$ cat src/ccc_pkg.sv
// shared constants and types of the counter command front end
package ccc_pkg;

  localparam int unsigned DW     = 32;
  localparam int unsigned ADDR_W = 8;
  localparam int unsigned MODE_W = 4;

  // register byte offsets
  localparam logic [7:0] OFF_CTRL   = 8'h00;
  localparam logic [7:0] OFF_EVAL   = 8'h04;
  localparam logic [7:0] OFF_RESULT = 8'h08;
  localparam logic [7:0] OFF_UPPER  = 8'h0c;
  localparam logic [7:0] OFF_LOWER  = 8'h10;
  localparam logic [7:0] OFF_UPAT   = 8'h14;
  localparam logic [7:0] OFF_LPAT   = 8'h18;
  localparam logic [7:0] OFF_OVF    = 8'h1c;
  localparam logic [7:0] OFF_UNF    = 8'h20;
  localparam logic [7:0] OFF_APPACC = 8'h24;
  localparam logic [7:0] OFF_STATUS = 8'h28;
  localparam logic [7:0] OFF_STSACC = 8'h2c;
  localparam logic [7:0] OFF_OVR    = 8'h30;
  localparam logic [7:0] OFF_OVRRES = 8'h34;

  // control word fields
  localparam int unsigned CTRL_EN_BIT   = 0;
  localparam int unsigned CTRL_CMD_LSB  = 8;
  localparam int unsigned CTRL_ID_LSB   = 16;
  localparam int unsigned CTRL_MODE_LSB = 24;

  // status override word fields
  localparam int unsigned OVR_EN_BIT   = 0;
  localparam int unsigned OVR_FLAG_LSB = 1;
  localparam int unsigned OVR_ID_LSB   = 8;

  // command codes
  localparam logic [7:0] CMD_RUN   = 8'h01;
  localparam logic [7:0] CMD_STOP  = 8'h02;
  localparam logic [7:0] CMD_LOAD  = 8'h03;
  localparam logic [7:0] CMD_RESET = 8'h04;

  // result codes
  localparam logic [7:0] RES_OFF    = 8'h00;
  localparam logic [7:0] RES_OK     = 8'h01;
  localparam logic [7:0] RES_BADCMD = 8'h02;
  localparam logic [7:0] RES_BADID  = 8'h03;
  localparam logic [7:0] RES_CFGERR = 8'h04;

  // highest mode that wraps to zero on upper setpoint or overflow
  localparam logic [3:0] MODE_WRAP_MAX = 4'h1;
  localparam logic [3:0] MODE_SINGLE   = 4'h1;

  typedef enum logic {CCC_IDLE, CCC_RUN} ccc_run_t;

  typedef struct packed {
    logic signed [31:0] upper;
    logic signed [31:0] lower;
    logic [31:0]        upat;
    logic [31:0]        lpat;
    logic signed [31:0] ovf;
    logic signed [31:0] unf;
  } ccc_cfg_t;

  typedef struct packed {
    logic done;
    logic up_hit;
    logic lo_hit;
    logic ovf_seen;
    logic unf_seen;
  } ccc_flags_t;

  localparam ccc_cfg_t CFG_RST = '{
    upper: 32'h0000_03e8, lower: 32'h0000_0000, upat: 32'h0000_0000,
    lpat: 32'h0000_0000, ovf: 32'h7fff_ffff, unf: 32'h8000_0000};

  typedef struct packed {
    logic              pready;
    logic              pslverr;
    logic [31:0]       prdata;
    logic [31:0]       ctrl;
    logic [7:0]        result;
    logic [7:0]        ovr_result;
    ccc_cfg_t          cfg_app;
    logic [31:0]       app_acc;
    logic              acc_held;
    ccc_flags_t        sts_flags;
    logic              sts_run;
    logic [31:0]       sts_acc;
    ccc_run_t          run;
    logic              run_o;
    logic [2:0]        psync;
    logic [1:0]        dsync;
  } ccc_state_t;

  typedef struct packed {
    ccc_cfg_t   cfg;
    logic [31:0] acc;
    ccc_flags_t flags;
    logic [31:0] outpat;
  } ccc_acc_state_t;

endpackage

$ cat src/ccc_counter_cmd.sv
// command and status front end of the fast pulse counter, APB slave
//
// The APB register port and the placing of the registers were decided locally.
`timescale 1ns/1ps
`default_nettype none
// Summary of operation
// - disabled: no command; run code only refreshes status
// - commands are levels, act every evaluation
// - run command while idle starts counting
// - run when running or disabled only refreshes
// - running continues when enable drops
// - stop command while running returns idle
// - reload copies six values, accumulator kept
// - reload repeats on every enabled evaluation
// - reset loads accumulator, clears status
// - reset does not halt; pulses may drop
// - live count mirrored into configuration field
// - result code reports outcome of evaluation
// - override writes flags only when enabled
// - override carries single shot done flag
// - overflow and underflow flags clearable anytime
// - events clear the opposite setpoint flag
// - modes 0 and 1 wrap to zero
module ccc_counter_cmd
  import ccc_pkg::*;
#(
  parameter logic [7:0] COUNTER_ID = 8'h00
)(
  input  wire logic              pclk,
  input  wire logic              presetn,
  input  wire logic              psel,
  input  wire logic              penable,
  input  wire logic              pwrite,
  input  wire logic [ADDR_W-1:0] paddr,
  input  wire logic [31:0]       pwdata,
  output logic [31:0]            prdata,
  output logic                   pready,
  output logic                   pslverr,
  input  wire logic              cnt_pulse_pin,
  input  wire logic              cnt_down_pin,
  output logic [31:0]            out_pattern,
  output logic                   running
);

  ccc_state_t  s_r;
  ccc_state_t  s_nxt;
  ccc_cfg_t    live_cfg;
  logic [31:0] live_acc;
  ccc_flags_t  live_flags;
  ccc_flags_t  ovr_flags;
  logic        eval;
  logic        cfg_load;
  logic        acc_load;
  logic        flags_clr;
  logic        ovr_we;
  logic        access;
  logic        wr;
  logic        en;
  logic [7:0]  cmd;
  logic [7:0]  cid;

  function automatic logic addr_ok(input logic [ADDR_W-1:0] a);
    unique case (a)
      OFF_CTRL, OFF_EVAL, OFF_RESULT, OFF_UPPER, OFF_LOWER, OFF_UPAT, OFF_LPAT,
      OFF_OVF, OFF_UNF, OFF_APPACC, OFF_STATUS, OFF_STSACC, OFF_OVR, OFF_OVRRES:
        addr_ok = 1'b1;
      default: addr_ok = 1'b0;
    endcase
  endfunction

  function automatic logic cfg_ok(input ccc_cfg_t c);
    cfg_ok = (c.upper <= c.ovf) && (c.lower >= c.unf);
  endfunction

  assign access    = psel && penable && !s_r.pready;
  assign wr        = psel && penable && s_r.pready && pwrite && !s_r.pslverr;
  assign en        = s_r.ctrl[CTRL_EN_BIT];
  assign cmd       = s_r.ctrl[CTRL_CMD_LSB +: 8];
  assign cid       = s_r.ctrl[CTRL_ID_LSB +: 8];
  assign ovr_flags = pwdata[OVR_FLAG_LSB +: 5];

  always_comb begin
    s_nxt     = s_r;
    eval      = 1'b0;
    cfg_load  = 1'b0;
    acc_load  = 1'b0;
    flags_clr = 1'b0;
    ovr_we    = 1'b0;
    s_nxt.psync = {s_r.psync[1:0], cnt_pulse_pin};
    s_nxt.dsync = {s_r.dsync[0], cnt_down_pin};
    // bus: one wait state, data and error registered
    s_nxt.pready  = access;
    s_nxt.pslverr = access && !addr_ok(paddr);
    if (access && !pwrite) begin
      unique case (paddr)
        OFF_CTRL:   s_nxt.prdata = s_r.ctrl;
        OFF_RESULT: s_nxt.prdata = {24'h00_0000, s_r.result};
        OFF_UPPER:  s_nxt.prdata = s_r.cfg_app.upper;
        OFF_LOWER:  s_nxt.prdata = s_r.cfg_app.lower;
        OFF_UPAT:   s_nxt.prdata = s_r.cfg_app.upat;
        OFF_LPAT:   s_nxt.prdata = s_r.cfg_app.lpat;
        OFF_OVF:    s_nxt.prdata = s_r.cfg_app.ovf;
        OFF_UNF:    s_nxt.prdata = s_r.cfg_app.unf;
        OFF_APPACC: s_nxt.prdata = s_r.app_acc;
        OFF_STATUS: s_nxt.prdata = {26'h000_0000, s_r.sts_flags, s_r.sts_run};
        OFF_STSACC: s_nxt.prdata = s_r.sts_acc;
        OFF_OVRRES: s_nxt.prdata = {24'h00_0000, s_r.ovr_result};
        default:    s_nxt.prdata = 32'h0000_0000;
      endcase
    end
    // mirror live count unless software wrote it since the last evaluation
    if (!s_r.acc_held) begin
      s_nxt.app_acc = live_acc;
    end
    if (wr) begin
      unique case (paddr)
        OFF_CTRL:   s_nxt.ctrl = pwdata;
        OFF_EVAL:   eval = 1'b1;
        OFF_UPPER:  s_nxt.cfg_app.upper = pwdata;
        OFF_LOWER:  s_nxt.cfg_app.lower = pwdata;
        OFF_UPAT:   s_nxt.cfg_app.upat = pwdata;
        OFF_LPAT:   s_nxt.cfg_app.lpat = pwdata;
        OFF_OVF:    s_nxt.cfg_app.ovf = pwdata;
        OFF_UNF:    s_nxt.cfg_app.unf = pwdata;
        OFF_APPACC: begin
          s_nxt.app_acc  = pwdata;
          s_nxt.acc_held = 1'b1;
        end
        OFF_OVR: begin
          // override applies only when its enable is set
          if (!pwdata[OVR_EN_BIT]) begin
            s_nxt.ovr_result = RES_OFF;
          end else if (pwdata[OVR_ID_LSB +: 8] != COUNTER_ID) begin
            s_nxt.ovr_result = RES_BADID;
          end else begin
            // done flag carried with the others
            ovr_we           = 1'b1;
            s_nxt.ovr_result = RES_OK;
          end
        end
        default: ;
      endcase
    end
    // each evaluation acts on the command held in the control word
    if (eval) begin
      s_nxt.acc_held = 1'b0;
      if (!en) begin
        s_nxt.result = RES_OFF;
        // run code refreshes status even when disabled
        if (cmd == CMD_RUN) begin
          s_nxt.sts_flags = live_flags;
          s_nxt.sts_run   = (s_r.run == CCC_RUN);
          s_nxt.sts_acc   = live_acc;
        end
      end else if (cid != COUNTER_ID) begin
        s_nxt.result = RES_BADID;
      end else begin
        s_nxt.result = RES_OK;
        unique case (cmd)
          CMD_RUN: begin
            // idle to running on a valid configuration
            if (s_r.run == CCC_IDLE) begin
              if (cfg_ok(live_cfg)) begin
                s_nxt.run = CCC_RUN;
              end else begin
                s_nxt.result = RES_CFGERR;
              end
            end
          end
          CMD_STOP: begin
            s_nxt.run = CCC_IDLE;
          end
          CMD_LOAD: begin
            if (cfg_ok(s_r.cfg_app)) begin
              cfg_load = 1'b1;
            end else begin
              s_nxt.result = RES_CFGERR;
            end
          end
          CMD_RESET: begin
            acc_load  = 1'b1;
            flags_clr = 1'b1;
          end
          default: begin
            // reserved or unknown code only reports RES_BADCMD
            s_nxt.result = RES_BADCMD;
          end
        endcase
        if (cmd >= CMD_RUN && cmd <= CMD_RESET) begin
          s_nxt.sts_flags = flags_clr ? '0 : live_flags;
          s_nxt.sts_run   = (s_nxt.run == CCC_RUN);
          s_nxt.sts_acc   = acc_load ? s_r.app_acc : live_acc;
        end
      end
    end
    // only a stop command leaves the running state
    s_nxt.run_o = (s_nxt.run == CCC_RUN);
  end

  always_ff @(posedge pclk or negedge presetn) begin
    if (!presetn) begin
      s_r         <= '0;
      s_r.cfg_app <= CFG_RST;
    end else begin
      s_r <= s_nxt;
    end
  end

  ccc_accum u_accum (
    .pclk        (pclk),
    .presetn     (presetn),
    .run         (s_r.run == CCC_RUN),
    .count_pulse (s_r.psync[1] && !s_r.psync[2]),
    .count_down  (s_r.dsync[1]),
    .mode        (s_r.ctrl[CTRL_MODE_LSB +: MODE_W]),
    .cfg_load    (cfg_load),
    .cfg_in      (s_r.cfg_app),
    .acc_load    (acc_load),
    .acc_in      (s_r.app_acc),
    .flags_clr   (flags_clr),
    .ovr_we      (ovr_we),
    .ovr_flags   (ovr_flags),
    .cfg         (live_cfg),
    .acc         (live_acc),
    .flags       (live_flags),
    .out_pattern (out_pattern)
  );

  assign prdata  = s_r.prdata;
  assign pready  = s_r.pready;
  assign pslverr = s_r.pslverr;
  assign running = s_r.run_o;
endmodule
`default_nettype wire

$ cat src/ccc_accum.sv
// live accumulator, active setpoints and event flags
`timescale 1ns/1ps
`default_nettype none
module ccc_accum
  import ccc_pkg::*;
(
  input  wire logic        pclk,
  input  wire logic        presetn,
  input  wire logic        run,
  input  wire logic        count_pulse,
  input  wire logic        count_down,
  input  wire logic [3:0]  mode,
  input  wire logic        cfg_load,
  input  wire ccc_cfg_t    cfg_in,
  input  wire logic        acc_load,
  input  wire logic [31:0] acc_in,
  input  wire logic        flags_clr,
  input  wire logic        ovr_we,
  input  wire ccc_flags_t  ovr_flags,
  output ccc_cfg_t         cfg,
  output logic [31:0]      acc,
  output ccc_flags_t       flags,
  output logic [31:0]      out_pattern
);

  ccc_acc_state_t s_r;
  ccc_acc_state_t s_nxt;
  logic           up_evt;
  logic           lo_evt;
  logic           of_evt;
  logic           uf_evt;

  always_comb begin
    logic signed [31:0] step;
    step   = '0;
    s_nxt  = s_r;
    up_evt = 1'b0;
    lo_evt = 1'b0;
    of_evt = 1'b0;
    uf_evt = 1'b0;
    // new setpoints and limits, accumulator kept
    if (cfg_load) begin
      s_nxt.cfg = cfg_in;
    end
    // load overrides any pulse in the same cycle
    if (acc_load) begin
      s_nxt.acc = acc_in;
    end else if (run && count_pulse) begin
      step = count_down ? $signed(s_r.acc) - 32'sd1 : $signed(s_r.acc) + 32'sd1;
      if (!count_down) begin
        up_evt = (step == s_r.cfg.upper);
        of_evt = (step >= s_r.cfg.ovf);
      end else begin
        lo_evt = (step == s_r.cfg.lower);
        uf_evt = (step <= s_r.cfg.unf);
      end
      // wrap to zero in modes 0 and 1
      if ((mode <= MODE_WRAP_MAX) && (up_evt || of_evt)) begin
        s_nxt.acc = '0;
      end else begin
        s_nxt.acc = step;
      end
    end
    if (ovr_we) begin
      s_nxt.flags = ovr_flags;
    end else if (flags_clr) begin
      s_nxt.flags = '0;
    end
    // events set own flag, clear opposite
    if (up_evt) begin
      s_nxt.flags.up_hit = 1'b1;
      s_nxt.flags.lo_hit = 1'b0;
      s_nxt.outpat       = s_r.cfg.upat;
      if (mode == MODE_SINGLE) begin
        s_nxt.flags.done = 1'b1;
      end
    end
    if (lo_evt) begin
      s_nxt.flags.lo_hit = 1'b1;
      s_nxt.flags.up_hit = 1'b0;
      s_nxt.outpat       = s_r.cfg.lpat;
    end
    if (of_evt || uf_evt) begin
      s_nxt.flags.up_hit = 1'b0;
      s_nxt.flags.lo_hit = 1'b0;
    end
    if (of_evt) begin
      s_nxt.flags.ovf_seen = 1'b1;
    end
    if (uf_evt) begin
      s_nxt.flags.unf_seen = 1'b1;
    end
  end

  always_ff @(posedge pclk or negedge presetn) begin
    if (!presetn) begin
      s_r     <= '0;
      s_r.cfg <= CFG_RST;
    end else begin
      s_r <= s_nxt;
    end
  end

  assign cfg         = s_r.cfg;
  assign acc         = s_r.acc;
  assign flags       = s_r.flags;
  assign out_pattern = s_r.outpat;
endmodule
`default_nettype wire

$ cat config.mk
export PLATFORM = sky130hd
export DESIGN_NAME = ccc_counter_cmd
export DESIGN_NICKNAME = d
export VERILOG_FILES = /design/src/ccc_pkg.sv /design/src/ccc_counter_cmd.sv /design/src/ccc_accum.sv
export SDC_FILE = /design/constraint.sdc
export NUM_CORES = 1
export LEC_CHECK = 0
export ABC_AREA = 1
export BUFFER_PORTS_ARGS = -buffer_cell sky130_fd_sc_hd__buf_4
export CAP_MARGIN = 20
export CORE_ASPECT_RATIO = 1.4
export CORE_UTILIZATION = 35
export CTS_CLUSTER_DIAMETER = 200
export DETAILED_ROUTE_END_ITERATION = 10
export HOLD_SLACK_MARGIN = 0.15
export PLACE_DENSITY_LB_ADDON = 0.25
export SLEW_MARGIN = 5
export SYNTH_ARGS = -nofsm -noshare
export SYNTH_HDL_FRONTEND = slang
export SYNTH_SLANG_ARGS = --single-unit
$ cat constraint.sdc
create_clock -name pclk -period 3.98 [get_ports pclk]
set_clock_uncertainty 0.05 [all_clocks]
set_input_delay 0.597 -clock pclk [delete_from_list [all_inputs] [get_ports pclk]]
set_output_delay 0.597 -clock pclk [all_outputs]
set_load 0.02 [all_outputs]
Yosys cells after proc, flatten, opt, wreduce, memory -nomap -nowiden
Memory sizes are Yosys's and may differ from the RTL's. Index checks and enable logic that the tools add are counted.

Bits in registers: 606. Latch bits: 0. Memory bits (writable): 0. ROM bits: 64. Input port bits: 47. Output and inout bits: 67. Word-level logic and storage cells: 188. Memories: 1.

Add/sub/neg operators: 2. Multipliers: 0. Div/mod/pow operators: 0. $lt $le $gt $ge: 9. Eq/ne operators: 22. Shift operators: 0. Multiplexer cells: 72. Bitwise operators: 1. Reduce and logical (&&, ||, !) cells: 44.

Memories: (name not given) (depth 64, width 1, read ports 1, clocked after Yosys merged registers in 0, write ports 0, RTL line ccc_counter_cmd.sv:63) `unique case (a)`.

Operators by type and width (count): 32-bit case mux with 12 select lines (1); 32-bit 2-to-1 mux (8); 38-bit 2-to-1 mux (3); 32-bit greater-or-equal comparator (3); 32-bit less-or-equal comparator (3); 33-bit 2-to-1 mux (2); 32-bit == test (2); 8-bit by 6-bit == test with 1-bit output (second input constant) (6); 1-bit 2-to-1 mux (41); 40-bit 2-to-1 mux (1); 39-bit 2-to-1 mux (1); 32-bit by 2-bit adder with 32-bit output (second input constant) (1); 8-bit by 5-bit == test with 1-bit output (second input constant) (4); 32-bit by 2-bit subtractor with 32-bit output (second input constant) (1); 3-bit 2-to-1 mux (6); 2-bit AND reduction (9); 8-bit by 2-bit == test with 1-bit output (second input constant) (2); 8-bit by 3-bit == test with 1-bit output (second input constant) (2); 8-bit by 4-bit == test with 1-bit output (second input constant) (2); 8-bit nonzero test (2); 5-bit 2-to-1 mux (3); 1-bit logical AND (13); 2-bit nonzero test (5); 3-bit case mux with 3 select lines (1); other kinds (19) (28).

Depth between registers and ports, before layout
Depth in word-level cells: 15. Gate-level depth with buffers: 30. Depth with buffers taken out: 30.

Hierarchy
A second synthesis with hierarchy kept.

Cells, all modules: 4453. Area, all modules: 34867.2 µm².

By module, submodules not included: ccc_counter_cmd (instances 1, cells each 2191, area each 18465.2 µm², seq. area each 8555.7 µm²); ccc_accum (instances 1, cells each 2262, area each 16402.0 µm², seq. area each 6578.8 µm²).

Worst setup path before layout
No wires, ideal clock.

Kind: flip-flop to flip-flop. Start: register s_r[1] in the netlist's numbering. End: register u_accum.s_r, in the netlist u_accum.flags[2]. Library setup time: 117 ps. Data arrival time: 3937 ps. Data required time: 3813 ps. Setup slack: -124 ps. Cell stages (with the launch flop): 29. Path buffers: 0. Clock period less this slack: 4104 ps. Cells stage by stage: dfrtp_1 -> inv_1 -> fa_1 -> inv_1 -> nand2_1 -> nand2_1 -> nand3_2 -> nand2_1 -> nand2_1 -> nand2_2 -> nand2_1 -> nand2_1 -> nand2_2 -> nand2_2 -> inv_1 -> ha_1 -> nand2_1 -> nor2_1 -> nand4_1 -> nor4_1 -> nand2_1 -> nand3_1 -> nand3_1 -> nand2_1 -> nand2_1 -> nor2_1 -> nand3_1 -> nand3_1 -> nand2_1.

Word-level cells in the longest chain between the ends: 10. Elaborated cells on any way between the ends: 26. Classes of those cells: order compare (2); eq/ne (2); mux (20); reduce/logical (2).

Ends and longest elaborated chain: start: declaration (RTL line ccc_counter_cmd.sv:45) `ccc_state_t s_r;`; start signal: assignment (RTL line ccc_counter_cmd.sv:205) `s_r <= s_nxt;`; branches (longest 10 deep; another with 32-bit greater-or-equal comparator); end signal: assignment (RTL line ccc_accum.sv:100) `s_r <= s_nxt;`; end: declaration (RTL line ccc_accum.sv:26) `ccc_acc_state_t s_r;`.

Parallel ways; which one is timed is not known. The select of a mux whose other input is x is not followed. A chain may end at the register's enable or synchronous reset.

Worst setup path in the final report
Start: register s_r[1] in the netlist's numbering. End: register u_accum.s_r, in the netlist u_accum.acc[26].

Word-level cells in the longest chain between the ends: 10. Elaborated cells on any way between the ends: 14. Classes of those cells: order compare (1); eq/ne (1); mux (10); reduce/logical (2).

Ends and longest elaborated chain: 32-bit 2-to-1 mux (RTL line ccc_accum.sv:49) `step = count_down ? $signed(s_r.acc) - 32'sd1 : $signed(s_r.acc) + 32'sd1;`; 32-bit greater-or-equal comparator or 32-bit == test (tied branches) (RTL line ccc_accum.sv:52, ccc_accum.sv:51); 1-bit 2-to-1 mux (RTL line ccc_accum.sv:50) `if (!count_down) begin`; 1-bit 2-to-1 mux (RTL line ccc_accum.sv:48) `end else if (run && count_pulse) begin`; 1-bit 2-to-1 mux (RTL line ccc_accum.sv:46) `if (acc_load) begin`; 1-bit logical OR (RTL line ccc_accum.sv:58) `if ((mode <= MODE_WRAP_MAX) && (up_evt || of_evt)) begin`; 1-bit logical AND (RTL line ccc_accum.sv:58); 32-bit 2-to-1 mux (*) (RTL line ccc_accum.sv:58); 32-bit 2-to-1 mux (*) (RTL line ccc_accum.sv:48); 32-bit 2-to-1 mux (*) (RTL line ccc_accum.sv:46).

Mark *: on every way between the ends. The rest lies on a longest branch, timed or not. The select of a mux whose other input is x is not followed.

==> out/qor.csv <==
stage;metric;value;unit
place;Port-buffer cells;113;
synthesis;Main synth FF type;dfrtp_1;
floorplan;io pins;114;
layout;most frequent cells in the layout;nand2_1 (1246), inv_1 (649), o21ai_0 (558);
detailed_routing;Routed wire per std cell;20.57;um
detailed_routing;Post-DRT Antenna Nets;0;
sta;worst rel slew slack;36.13;%
synthesis;Area contributors post-synth;dfrtp_1 (38%), nand2_1 (14%), o21ai_0 (8.1%), ha_1 (8.0%), inv_1 (7.1%);
clocking;clock latency on the worst-skew pair;0.65;ns
synthesis;Async S/R FF share, synth;100.0;%
sta;RSZ-0062 raised after global routing;yes;
sta;Worst Max-Slew Pin Slew;0.9547;ns
sta;fmax;236.3;MHz
setup_path;Worst EP required;4.45;ns
floorplan;Core Rows;136;
floorplan;die area;100400;sq um
setup_path;reg2reg path depth;27;
setup_path;CP max FO;16;
clocking;clk slew on worst S/H paths;0.08;ns
floorplan;DIE HEIGHT;374.6;um
detailed_routing;vias;31770;
floorplan;total core area;98180;sq um
min_path;Min-Delay Path Class;primary input to flop;
grt;first-pass GRT wire length;190600;um
synthesis;Syn Nets;4802;
detailed_routing;final WL;128200;um
pwr;Max VDD drop;365.2;uV
sta;final setup fails;67;
synthesis;Syn. warnings;0;
clocking;clock sink count;601;
pwr;cell area power density;504.9;nW/um^2
clocking;clock tree from TritonCTS;built;
layout;ratio of cells with drive above 1 in the final layout;17.83;%
synthesis;Post-synth EDFFs;0;
synthesis;Mean Syn Cell Area;7.657;sq um
run;maxcap violations;0;
pwr;Leak;19.81;nW
setup_path;CP max stage cell;dfrtp_2;
place;Post-Place Cells;6093;
synthesis;top-area cell type share of the netlist area;37.86;%
layout;fillers;9960;
detailed_routing;vias per cell;5.098;
synthesis;synthesized area;34700;sq um
grt;pin count of the biggest net entering global routing;92;
clocking;CTS max path bufs;3;
detailed_routing;First-pass DRT Iterations;6;
layout;NumNets Final;5142;
outcome;status;finished with violations;
detailed_routing;DRC Markers;0;
synthesis;Synth Instances;4532;
layout;final instance count without filler cells;6232;
setup_path;startpoint types;flop;
setup_path;CP Capture Type;flop;
floorplan;die width;268.1;um
sta;Slew Viols, Final;0;
setup_path;r2r setup slk;-0.25;ns
grt;All-Layer GR Usage;25.28;%
layout;P&R area growth vs syn;21.58;%
synthesis;post-synthesis sequential area ratio;43.61;%
sta;Final Cycle Share;106.3;%
grt;vias in the first global route;30720;
clocking;H-tree levels;2;
synthesis;Synth area leader;dfrtp_1;
place;Post-DP HPWL;97410;um
grt;grt total ovfl;0;
sta;TNS Setup;-8.729;ns
min_path;WHS Path Cells;3;
setup_path;critical setup path kind;flop to flop;
setup_path;Critical Path AT;4.70;ns
synthesis;count of cell types in the netlist;51;
layout;commonest non-fill, non-tap cell in the layout;nand2_1;
floorplan;Starting Density;35.34;%
grt;initial antenna violation count;0;
synthesis;Yosys reg bits;601;
detailed_routing;initial drt markers;2444;
sta;final number of hold-violating endpoints;0;
clocking;clock root buffer;clkbuf_16;
sta;Final WS setup;-0.2525;ns
outcome;violated checks;setup timing;
setup_path;Crit path top cell by count;nand2_2;
place;gp weighted congestion;0.9510;
setup_path;CP peak stage delay;0.46;ns
sta;minimum clock period;4.233;ns
clocking;CTS Buf Count;57;
==> per-layer routing <==
layer | vias up | wire [um] | GRT usage [%]
met1 | 15100 | 54140 | 32.97
met4 | 0 | 7472 | 12.83
met2 | 1005 | 59820 | 41.16
li1 | 15430 | - | -
met3 | 242 | 6786 | 2.869
met5 | - | 0 | 0
==> repair_timing <==
action                                 in CTS  in global routing
cloned                                      3                  4
pin swaps                                  10                 29
setup buffers                              16                  8
setup endpoints to repair                  64                 69
hold buffers                                3                  0
gates resized for setup                   107                 93
endpoints found under the hold margin      68                  0
==> flip-flops by register name, summed over array words and instances, names as in the netlist <==
register             count
cid                      8
cmd                      8
en                       1
prdata                  32
pready                   1
pslverr                  1
running                  1
s_nxt                    3
s_r                    285
u_accum.acc             32
u_accum.cfg            192
u_accum.flags            5
u_accum.out_pattern     32
==> worst max-delay path: cells and delay by family (launching register included) <==
| kind | cells | cell delay, ns |
|---|---|---|
| DFF | 1 | 0.46 |
| buffers and inverters | 7 | 0.87 |
| AOI/OAI and AO/OA | 5 | 0.81 |
| adders and majority gates | 2 | 0.56 |
| and+or+nand+nor | 13 | 1.30 |
==> cells by family after synthesis <==
kind of cell               count (synthesis)  share of synthesized area [%]
AOI/OAI and AO/OA                        996                          15.93
xor gates and xnor gates                   4                         0.1623
adders and majority gates                223                          8.062
buffers and inverters                    869                          9.998
DFF                                      601                          43.61
muxes                                     23                         0.7464
and+or+nand+nor                         1816                          21.49
==> cells in the mapped netlist, drive strengths merged (4+ instances only) <==
library cell / n
a21oi: 170
a221oi: 25
a31oi: 4
and2: 4
buf: 55
clkbuf: 142
clkinv: 9
dfrtp: 525
dfstp: 76
ha: 222
inv: 663
mux2: 23
nand2: 1336
nand3: 211
nand3b: 16
nand4: 30
nor2: 176
nor3: 34
nor4: 4
o2111ai: 12
o211ai: 16
o21a: 4
o21ai: 565
o21bai: 35
o221ai: 5
o22ai: 142
o41ai: 9
==> area by class of cell <==
class	instances	area [sq um]	share of cell area [%]
sequential	601	15140	35.88
timing repair buffer	478	4020	9.528
clock inverter	24	331.6	0.7859
multi-input combinational	3062	16920	40.11
antenna	1	2.502	0.005931
inverter	672	2522	5.979
tap	1311	1640	3.888
clock buffer	83	1614	3.826
==> stage by stage <==
stage	util, %	setup WS, ns	total power [W]	instance area, sq um	hold WS (ns)
2_1_floorplan	-	0.1624	0.01068	34700	0.2514
3_3_place_gp	39.78	-0.3351	0.01444	39060	0.2858
3_5_place_dp	39.78	-0.4456	0.01445	39060	0.2986
4_1_cts	42.49	-0.3482	0.02099	41720	0.1686
5_1_grt	42.97	-0.4141	0.02250	42190	0.2176
6_report	42.97	-0.2525	0.02130	42190	0.1951
==> report_power, final <==
part	internal [W]	total, W	switching [W]
clock	0.00328	0.00583	0.00255
combinational	0.00380	0.00891	0.00511
sequential	0.00629	0.00656	0.000272
total	0.0134	0.0213	0.00793
==> final timing paths <==
path / end / startpoint
min in group asynchronous: u_accum.cfg[68] / presetn
worst max register to register: u_accum.acc[26] / s_r[1]
worst max-delay path: u_accum.acc[26] / s_r[1]
worst min register to register: s_nxt[4] / s_nxt[3]
max in group asynchronous: u_accum.cfg[59] / presetn
worst min-delay path: pslverr / paddr[7]
No activity file was read; power rests on OpenSTA's default activity.
